$ cat config.mk
export PLATFORM = sky130hd
export DESIGN_NAME = lic_line_ctrl
export DESIGN_NICKNAME = d
export VERILOG_FILES = /design/src/hdl/lic_line_ctrl.v /design/src/hdl/lic_sync.v
export VERILOG_INCLUDE_DIRS = /design/src /design/src/hdl
export SDC_FILE = /design/constraint.sdc
export NUM_CORES = 1
export LEC_CHECK = 0
export BUFFER_PORTS_ARGS = -buffer_cell sky130_fd_sc_hd__buf_2
export CORE_ASPECT_RATIO = 0.75
export CORE_MARGIN = 2
export CORE_UTILIZATION = 51
export DETAILED_ROUTE_END_ITERATION = 6
export GPL_TIMING_DRIVEN = 1
export HOLD_SLACK_MARGIN = 0.06
export PLACE_DENSITY = 0.87
export SYNTH_ARGS = -nofsm -noshare
export SYNTH_HDL_FRONTEND = slang
export SYNTH_SLANG_ARGS = --single-unit
$ cat constraint.sdc
create_clock -name i_clk_sys -period 2.2 [get_ports i_clk_sys]
set_input_delay 0.44 -clock i_clk_sys [delete_from_list [all_inputs] [get_ports i_clk_sys]]
set_output_delay 0.44 -clock i_clk_sys [all_outputs]
set_load 0.01 [all_outputs]
$ cat src/hdl/lic_defines.vh
// Contract
// Off-hook with bit 7 set: dc termination off, 800 ohm, lowered pin voltage.
// On-hook, bit 7 enables the enhanced ring-detect squelch.
// Software sets squelch after reversal or ring, clears before next ring.
// On-hook speed bit picks 1024 or 4096 sample periods for on-hook.
// Ac termination bit: zero real impedance, one complex impedance.
// Two-bit dc termination field selects low, lower, standard or current-limit mode.
// Ringer bit: zero maximum, one synthesized; synthesized only without external parts.
// Ring threshold bit picks 11-22 or 17-33 V rms detection window.
`ifndef LIC_DEFINES_VH
`define LIC_DEFINES_VH

// =====================================================================
// Register map (byte addresses, word aligned)
`define LIC_ADDR_CTRL1      8'h10
`define LIC_ADDR_STATUS     8'h14
`define LIC_ADDR_HOOK       8'h18
`define LIC_CTRL1_RESET     8'h00
`define LIC_CTRL1_WMASK     8'hEF

// =====================================================================
// Field positions of the control register
`define LIC_BIT_TERM_SQL    7
`define LIC_BIT_ONHOOK_SPD  6
`define LIC_BIT_AC_TERM     5
`define LIC_BIT_DC_MODE_HI  3
`define LIC_BIT_DC_MODE_LO  2
`define LIC_BIT_RINGER      1
`define LIC_BIT_RING_THR    0

// =====================================================================
// Dc termination modes
`define LIC_DC_MODE_LOWV    2'h0
`define LIC_DC_MODE_LOWERV  2'h1
`define LIC_DC_MODE_STD     2'h2
`define LIC_DC_MODE_ILIM    2'h3

// =====================================================================
// On-hook timing in sample periods, sample divider in clocks
`define LIC_ONHOOK_FAST     13'h0400
`define LIC_ONHOOK_SLOW     13'h1000
`define LIC_SAMPLE_DIV      16'h0A2C

`endif

$ cat src/hdl/lic_line_ctrl.v
`timescale 1ns/1ps
`default_nettype none
`include "lic_defines.vh"
module lic_line_ctrl (
  // Clock and reset
  input  wire        i_clk_sys,
  input  wire        i_sys_rst,
  // Avalon-MM slave
  input  wire [7:0]  i_avs_address,
  input  wire        i_avs_read,
  input  wire        i_avs_write,
  input  wire [31:0] i_avs_writedata,
  input  wire [3:0]  i_avs_byteenable,
  output reg  [31:0] o_avs_readdata,
  output wire        o_avs_waitrequest,
  // Hook request from line logic (pin)
  input  wire        i_offhook_req,
  // Line interface controls
  output reg         o_offhook,
  output reg         o_onhook_busy,
  output reg         o_dc_term_off,
  output reg         o_dc_term_pin_low,
  output reg         o_ring_squelch_en,
  output reg         o_ac_term_complex,
  output reg  [1:0]  o_dc_term_mode,
  output reg         o_ringer_synth,
  output reg         o_ring_threshold_high
);

  // ===================================================================
  // Registers
  reg  [7:0]  ctrl1_ff;
  reg         ack_ff;
  reg  [15:0] div_ff;
  reg         tick_ff;
  reg  [12:0] onhook_cnt_ff;
  reg         hook_ff;
  wire        req_sync;
  wire        access;
  wire        ctrl_sel;
  reg  [31:0] nxt_rdata;

  lic_sync u_sync (
    .i_clk_sys (i_clk_sys),
    .i_sys_rst (i_sys_rst),
    .i_async   (i_offhook_req),
    .o_level   (req_sync)
  );

  // ===================================================================
  // Bus slave: one wait cycle per access
  assign access            = (i_avs_read | i_avs_write) & ~ack_ff;
  assign o_avs_waitrequest = (i_avs_read | i_avs_write) & ~ack_ff;
  assign ctrl_sel          = (i_avs_address == `LIC_ADDR_CTRL1);

  always @(posedge i_clk_sys) begin
    if (i_sys_rst) begin
      ack_ff <= 1'b0;
    end else begin
      ack_ff <= access;
    end
  end

  always @(posedge i_clk_sys) begin
    if (i_sys_rst) begin
      ctrl1_ff <= `LIC_CTRL1_RESET;
    end else if (ack_ff & i_avs_write & ctrl_sel & i_avs_byteenable[0]) begin
      // Lands only at the edge where waitrequest is low
      // Reserved bit 4 stays zero
      ctrl1_ff <= i_avs_writedata[7:0] & `LIC_CTRL1_WMASK;
    end
  end

  always @* begin
    nxt_rdata = 32'h0000_0000;
    case (i_avs_address)
      `LIC_ADDR_CTRL1:  nxt_rdata[7:0] = ctrl1_ff;
      `LIC_ADDR_STATUS: nxt_rdata[7:0] = {o_ring_squelch_en, o_dc_term_off,
                                          o_onhook_busy, 4'h0, o_offhook};
      `LIC_ADDR_HOOK:   nxt_rdata[12:0] = onhook_cnt_ff;
      default:          nxt_rdata = 32'h0000_0000;
    endcase
  end

  always @(posedge i_clk_sys) begin
    if (i_sys_rst) begin
      o_avs_readdata <= 32'h0000_0000;
    end else if (access & i_avs_read) begin
      o_avs_readdata <= nxt_rdata;
    end
  end

  // ===================================================================
  // Sample-rate tick divider
  always @(posedge i_clk_sys) begin
    if (i_sys_rst) begin
      div_ff  <= 16'h0000;
      tick_ff <= 1'b0;
    end else if (div_ff == `LIC_SAMPLE_DIV - 16'h0001) begin
      div_ff  <= 16'h0000;
      tick_ff <= 1'b1;
    end else begin
      div_ff  <= div_ff + 16'h0001;
      tick_ff <= 1'b0;
    end
  end

  // ===================================================================
  // Hook state and on-hook counter
  // Off-hook state holds until the counter expires, so the line is
  // released at the selected speed rather than at once.
  always @(posedge i_clk_sys) begin
    if (i_sys_rst) begin
      hook_ff       <= 1'b0;
      onhook_cnt_ff <= 13'h0000;
    end else if (req_sync) begin
      hook_ff       <= 1'b1;
      onhook_cnt_ff <= 13'h0000;
    end else if (hook_ff) begin
      if (onhook_cnt_ff == 13'h0000) begin
        onhook_cnt_ff <= ctrl1_ff[`LIC_BIT_ONHOOK_SPD] ? `LIC_ONHOOK_SLOW : `LIC_ONHOOK_FAST;
      end else if (tick_ff) begin
        if (onhook_cnt_ff == 13'h0001) begin
          hook_ff <= 1'b0;
        end
        onhook_cnt_ff <= onhook_cnt_ff - 13'h0001;
      end
    end
  end

  // ===================================================================
  // Line interface outputs
  always @(posedge i_clk_sys) begin
    if (i_sys_rst) begin
      o_offhook             <= 1'b0;
      o_onhook_busy         <= 1'b0;
      o_dc_term_off         <= 1'b0;
      o_dc_term_pin_low     <= 1'b0;
      o_ring_squelch_en     <= 1'b0;
      o_ac_term_complex     <= 1'b0;
      o_dc_term_mode        <= `LIC_DC_MODE_LOWV;
      o_ringer_synth        <= 1'b0;
      o_ring_threshold_high <= 1'b0;
    end else begin
      o_offhook             <= hook_ff;
      o_onhook_busy         <= hook_ff & ~req_sync;
      o_dc_term_off         <= hook_ff & ctrl1_ff[`LIC_BIT_TERM_SQL];
      o_dc_term_pin_low     <= hook_ff & ctrl1_ff[`LIC_BIT_TERM_SQL];
      o_ring_squelch_en     <= ~hook_ff & ctrl1_ff[`LIC_BIT_TERM_SQL];
      o_ac_term_complex     <= ctrl1_ff[`LIC_BIT_AC_TERM];
      o_dc_term_mode        <= ctrl1_ff[`LIC_BIT_DC_MODE_HI:`LIC_BIT_DC_MODE_LO];
      o_ringer_synth        <= ctrl1_ff[`LIC_BIT_RINGER];
      o_ring_threshold_high <= ctrl1_ff[`LIC_BIT_RING_THR];
    end
  end

endmodule // lic_line_ctrl
`default_nettype wire

$ cat src/hdl/lic_sync.v
`timescale 1ns/1ps
`default_nettype none
module lic_sync (
  // Clock and reset
  input  wire i_clk_sys,
  input  wire i_sys_rst,
  // Pin in, stable level out
  input  wire i_async,
  output reg  o_level
);
  reg s1_ff;
  reg s2_ff;
  reg s3_ff;

  always @(posedge i_clk_sys) begin
    if (i_sys_rst) begin
      s1_ff   <= 1'b0;
      s2_ff   <= 1'b0;
      s3_ff   <= 1'b0;
      o_level <= 1'b0;
    end else begin
      s1_ff <= i_async;
      s2_ff <= s1_ff;
      s3_ff <= s2_ff;
      // Change counts only when second and third agree
      if (s2_ff == s3_ff) begin
        o_level <= s3_ff;
      end
    end
  end
endmodule // lic_sync
`default_nettype wire

## Word-level counts from Yosys, hierarchy flattened

Cells that the tools add are included.

- Multiplexer cells: 11
- Equality and inequality tests: 6
- Reduce and logical (&&, ||, !) cells: 5
- $add $sub $neg: 2
- Bitwise gates (word level): 12

Operators with widths:

| kind | count |
|---|---|
| $mux 13 | 3 |
| $eq 8x5->1 const B | 3 |
| $pmux 8 s3 | 1 |
| $add 16x1->16 const B | 1 |
| $eq 16x12->1 const B | 1 |
| $eq 13x1->1 const B | 1 |
| $logic_not 13->1 | 1 |
| $sub 13x1->13 const B | 1 |
| $and 1x1->1 | 8 |
| $mux 1 | 6 |
| $mux 5 | 1 |
| $reduce_or 2->1 | 2 |
| $not 1->1 | 3 |
| $reduce_and 2->1 | 1 |
| $reduce_bool 2->1 | 1 |
| $eq 1x1->1 | 1 |
| $or 1x1->1 | 1 |

- Bits of input ports: 49
- Flip-flop bits (word level): 65
- Logic and storage cells: 55

## Logic depth before layout (Yosys ltp)

- Depth in word-level cells: 6
- Depth in mapped cells: 7

## Hierarchy

From an unflattened synthesis, not the netlist that was laid out.

- Cells, all modules: 315
- Area total of the unflattened synthesis: 2859.0 um^2

Modules (own cells, without submodules):

| module | times used | area each (um^2) | cells an instance | sequential area each (um^2) |
|---|---|---|---|---|
| lic_line_ctrl | 1 | 2746.4 | 305 | 1221.2 |
| lic_sync | 1 | 112.6 | 10 | 80.1 |

## Worst setup path before layout

OpenSTA, ideal clock, no wires.

- Path type: input to register
- From: input port i_avs_address[5]
- To: register ctrl1_ff[0]
- Setup time: 128 ps
- Path slack: 323 ps
- Data required time: 2072 ps
- Buffers on the path: 0
- Data arrival time: 1750 ps
- Stages on the path: 4
- Cells stage by stage: or4b_4 nor4_4 mux2i_1 nor2_1

- Cells in the longest elaborated chain, start to end: 3

Ends and longest elaborated chain:

| what | line | source |
|---|---|---|
| from (decl) | lic_line_ctrl.v:9 | `input wire [7:0] i_avs_address,` |
| $eq 8x5->1 | - |  |
| $and 1x1->1 (2 in series) | lic_line_ctrl.v:67 | `end else if (ack_ff & i_avs_write & ctrl_sel & i_avs_byteenable[0]) begin` |
| to (signal assigned) | lic_line_ctrl.v:66 | `` ctrl1_ff <= `LIC_CTRL1_RESET; `` |
| to (signal assigned) | lic_line_ctrl.v:70 | `` ctrl1_ff <= i_avs_writedata[7:0] & `LIC_CTRL1_WMASK; `` |
| to (decl) | lic_line_ctrl.v:32 | `reg [7:0] ctrl1_ff;` |

Every way passes these cells.
A chain may end at the register's enable or synchronous reset.

## Worst setup path in the final report

- From: register onhook_cnt_ff[0]
- To: register onhook_cnt_ff[2]

- Cells in the longest elaborated chain, start to end: 3
- Elaborated cells on any way between the ends: 6
- Those cells by class: 1 x add/sub; 2 x mux; 3 x reduce/logical

Ends and longest elaborated chain:

| what | line | source |
|---|---|---|
| from (decl) | lic_line_ctrl.v:36 | `reg [12:0] onhook_cnt_ff;` |
| from (signal assigned) | lic_line_ctrl.v:121 | `` onhook_cnt_ff <= ctrl1_ff[`LIC_BIT_ONHOOK_SPD] ? `LIC_ONHOOK_SLOW : `LIC_ONHOOK_FAST; `` |
| from (signal assigned) | lic_line_ctrl.v:126 | `onhook_cnt_ff <= onhook_cnt_ff - 13'h0001;` |
| $sub 13x1->13 or $logic_not 13->1 (tied branches) | lic_line_ctrl.v:126, lic_line_ctrl.v:120 |  |
| $mux 13 or $reduce_bool 2->1 (tied branches) | - |  |
| $mux 13 or $reduce_and 2->1 (tied branches) | - |  |

Several ways; a longest one is shown, not always the timed one. The select of a mux whose other input is x is not followed.

==> flow_metrics.env <==
export IMPL_crit_path_cell_trace="inv_1 > ha_1 > and4bb_1 > a41o_1 > or4_1 > nand2_1"
export IMPL_rsz0062_at_grt="no"
export IMPL_setup_viol=0
export IMPL_grt_pass1_vias=2196
export IMPL_port_buffers=44
export IMPL_relSlewSlack_pct=62.2
export IMPL_crit_family="simple AND/OR/NAND/NOR gates"
export IMPL_area_growth_pct=13.2
export IMPL_final_area_um2=3310
export IMPL_gr_total_overflow=0
export IMPL_min_period_over_period_pct=89.3
export IMPL_ys_seq_area_share_pct=44.4
export IMPL_cts_tree="yes"
export IMPL_hold_class="in2reg"
export IMPL_drive_above_1_share_pct=19.7
export IMPL_dr_pass1_iters=4
export IMPL_cts_root_buf="clkbuf_8"
export IMPL_maxCapViolations=0
export IMPL_ant_nets=0
export IMPL_numCtsBuffers=9
export IMPL_synth_ff_type="dfxtp_1"
export IMPL_finClkSkew_ns=0.0126
export IMPL_num_rows=23
export IMPL_start_kind="flip-flop"
export IMPL_nFillCells=472
export IMPL_drc=0
export IMPL_tightest_slew_ns=0.568
export IMPL_initial_utilization_pct=53.8
export IMPL_clock_latency_ns=0.33
export IMPL_crit_arrival_ns=2.24
export IMPL_drt_iter0_drc=157
export IMPL_yosys_warnings=0
export IMPL_setup_tns_final_ns=0
export IMPL_hold_viol_final=0
export IMPL_place_area_um2=3140
export IMPL_htreeDepth=3
export IMPL_power_density_nw_per_um2=657
export IMPL_status="completed"
export IMPL_maxSlewViolCount=0
export IMPL_gp_congestion=0.841
export IMPL_clock_sinks=65
export IMPL_critPathBufInv=1
export IMPL_syn_cell_area_um2=2930
export IMPL_leakage_nw=1.33
export IMPL_critPathKind="reg2reg"
export IMPL_cts_setup_buffers=0
export IMPL_syn_inst=323
export IMPL_wl_per_cell_um=13.4
export IMPL_synth_avg_cell_area_um2=9.06
export IMPL_cp_max_fo=7
export IMPL_max_vdd_ir_drop_mv=0.447
export IMPL_grt_pass1_wl_um=10100
export IMPL_nets=418
export IMPL_cts_max_path_buffers=2
export IMPL_critical_path_slowest_cell="or4_1"
export IMPL_synth_edff_count=0
export IMPL_clk_pin_slew_ns=0.07
export IMPL_die_area_um2=6370
export IMPL_hpwlAfterDp_um=4350
export IMPL_async_reset_ff_share_pct=0
export IMPL_grtUsageTotal_pct=19.5
export IMPL_synth_cell_types=47
export IMPL_period_needed_ns=1.96
export IMPL_cp_end_kind="flip-flop"
export IMPL_final_core_util_pct=60.9
export IMPL_dieWidth_um=91.5
export IMPL_yosys_register_bits=65
export IMPL_antenna_cells=0
export IMPL_antenna_found_initial=0
export IMPL_post_drt_via_cell_ratio=5.38
export IMPL_grt_max_degree=36
export IMPL_ios=92
export IMPL_wl_um=5990
export IMPL_cp_slowest_stage_delay_ns=0.51
export IMPL_required_ns=2.47
export IMPL_fmax_mhz=509
export IMPL_coreArea_um2=5440
export IMPL_vias=2399
export IMPL_dieHeight_um=69.6
==> repair_timing <==
item,4_1_cts,5_1_grt
hold endpoints to repair,0,0
endpoints found under the setup margin,0,2
resized for setup,0,1
hold buffers,0,0
==> cells by family after synthesis <==
logic type               after synthesis  share of synthesized area [%]
buffers and inverters                 39                           7.73
adder cells (fa/ha/maj)                3                           1.28
other                                  1                          0.128
AO/OA/AOI/OAI                         56                           12.3
flip-flops                            65                           44.4
multiplexers                          14                           4.79
AND/OR/NAND/NOR                      134                           26.1
XOR/XNOR                              11                           3.29
==> cells in the mapped netlist (2+ instances only) <==
master     instances  area share [%]
nand2_1           16             2.1
nand3_1           10             1.7
or2_2              3            0.64
a41oi_1            2            0.60
xor2_1             9             2.7
and2_1             4            0.85
a22oi_1           10             2.6
nor2b_1           11             2.4
a21oi_1           18             3.1
ha_1               3             1.3
o21ai_0            9             1.5
nor4_4             2             1.5
nor4_1             3            0.64
mux2i_1           14             4.8
o211ai_1           3            0.77
inv_1              4            0.51
nor2_1            37             4.7
xnor2_1            2            0.60
and3_1             3            0.64
or3_1             12             2.6
nand4_1            7             1.5
clkbuf_1          11             1.4
nor3b_1            3            0.77
nor3_1             4            0.68
o2bb2ai_1          3            0.90
dfxtp_1           65              44
nand2b_1           4            0.85
a31oi_1            3            0.64
o31ai_1            3            0.77
buf_2              4            0.68
buf_4             20             5.1
or4_1              6             1.5
==> layout make-up <==
type	instances	area [µm²]	area share [%]
Sequential cell	65	1300	39.3
Clock inverter	5	31.3	0.944
Inverter	4	15.0	0.453
Tap cell	75	93.8	2.83
Clock buffer	11	141	4.27
Timing Repair Buffer	49	258	7.78
Multi-Input combinational cell	237	1470	44.4
==> report_power, final <==
group / switching [mW] / total [mW] / internal [mW] / leakage, nW
logic: 0.0719 / 0.110 / 0.0383 / 0.714
clock network: 0.438 / 0.874 / 0.435 / 0.0891
registers: 0.00742 / 1.19 / 1.19 / 0.525
==> routing by layer <==
metal / part of all wire, % / vias to the layer above / global-route usage [%]
met5: 0 / - / 0
met4: 0.48 / 0 / 6.90
met3: 5.8 / 5 / 5.43
met2: 46 / 78 / 31.3
met1: 48 / 1115 / 25.3
li1: - / 1201 / -
==> flip-flops by register name, summed over array words and instances, names as in the netlist <==
register               count
ack_ff                     1
ctrl1_ff                   7
div_ff                    16
hook_ff                    1
o_ac_term_complex          1
o_avs_readdata            13
o_dc_term_mode             2
o_dc_term_pin_low          1
o_offhook                  1
o_onhook_busy              1
o_ring_squelch_en          1
o_ring_threshold_high      1
o_ringer_synth             1
onhook_cnt_ff             13
tick_ff                    1
u_sync.o_level             1
u_sync.s1_ff               1
u_sync.s2_ff               1
u_sync.s3_ff               1
==> layout by cell type (no fill, tap or decap), drive strengths merged, types with 2 or more instances in the layout <==
cell type  netlist  layout
a31oi            3       3
inv              4       4
o2bb2ai          3       3
or3             12      12
o211ai           3       3
xnor2            2       2
nor3b            3       3
nor2b           11      11
nand4            7       7
a21oi           18      18
buf             24      49
nor2            37      37
or4              6       6
clkbuf          11      11
and2             4       4
nor4             5       5
nand2b           4       4
nor3             5       5
conb             1      19
o31ai            3       3
and3             3       3
a22oi           10      10
ha               3       3
o21ai            9       9
clkinv           0       4
nand3           10      10
nand2           16      16
xor2             9       9
or2              3       3
dfxtp           65      65
a41oi            2       2
mux2i           14      14
==> path summary, 6_finish.rpt <==
check	startpoint	to	slack, ns	depth (start not counted)
worst min register to register	div_ff[0]$_SDFF_PP0_	div_ff[0]$_SDFF_PP0_	0.44	1
worst min-delay path	i_offhook_req	u_sync.s1_ff$_SDFF_PP0_	0.31	2
worst max-delay path	onhook_cnt_ff[0]$_SDFFE_PP0P_	onhook_cnt_ff[2]$_SDFFE_PP0P_	0.24	6
worst max register to register	onhook_cnt_ff[0]$_SDFFE_PP0P_	onhook_cnt_ff[2]$_SDFFE_PP0P_	0.24	6
==> metrics by stage <==
step,setup WS (ns),hold slack (ns),power [mW],std cells
2_1_floorplan,0.323,0.413,1.32,341
3_3_place_gp,0.181,0.418,1.33,430
3_5_place_dp,0.135,0.431,1.33,430
4_1_cts,0.188,0.304,2.19,446
5_1_grt,0.134,0.312,2.26,446
6_report,0.235,0.311,2.18,446
Power figures use the tool's default switching activity.
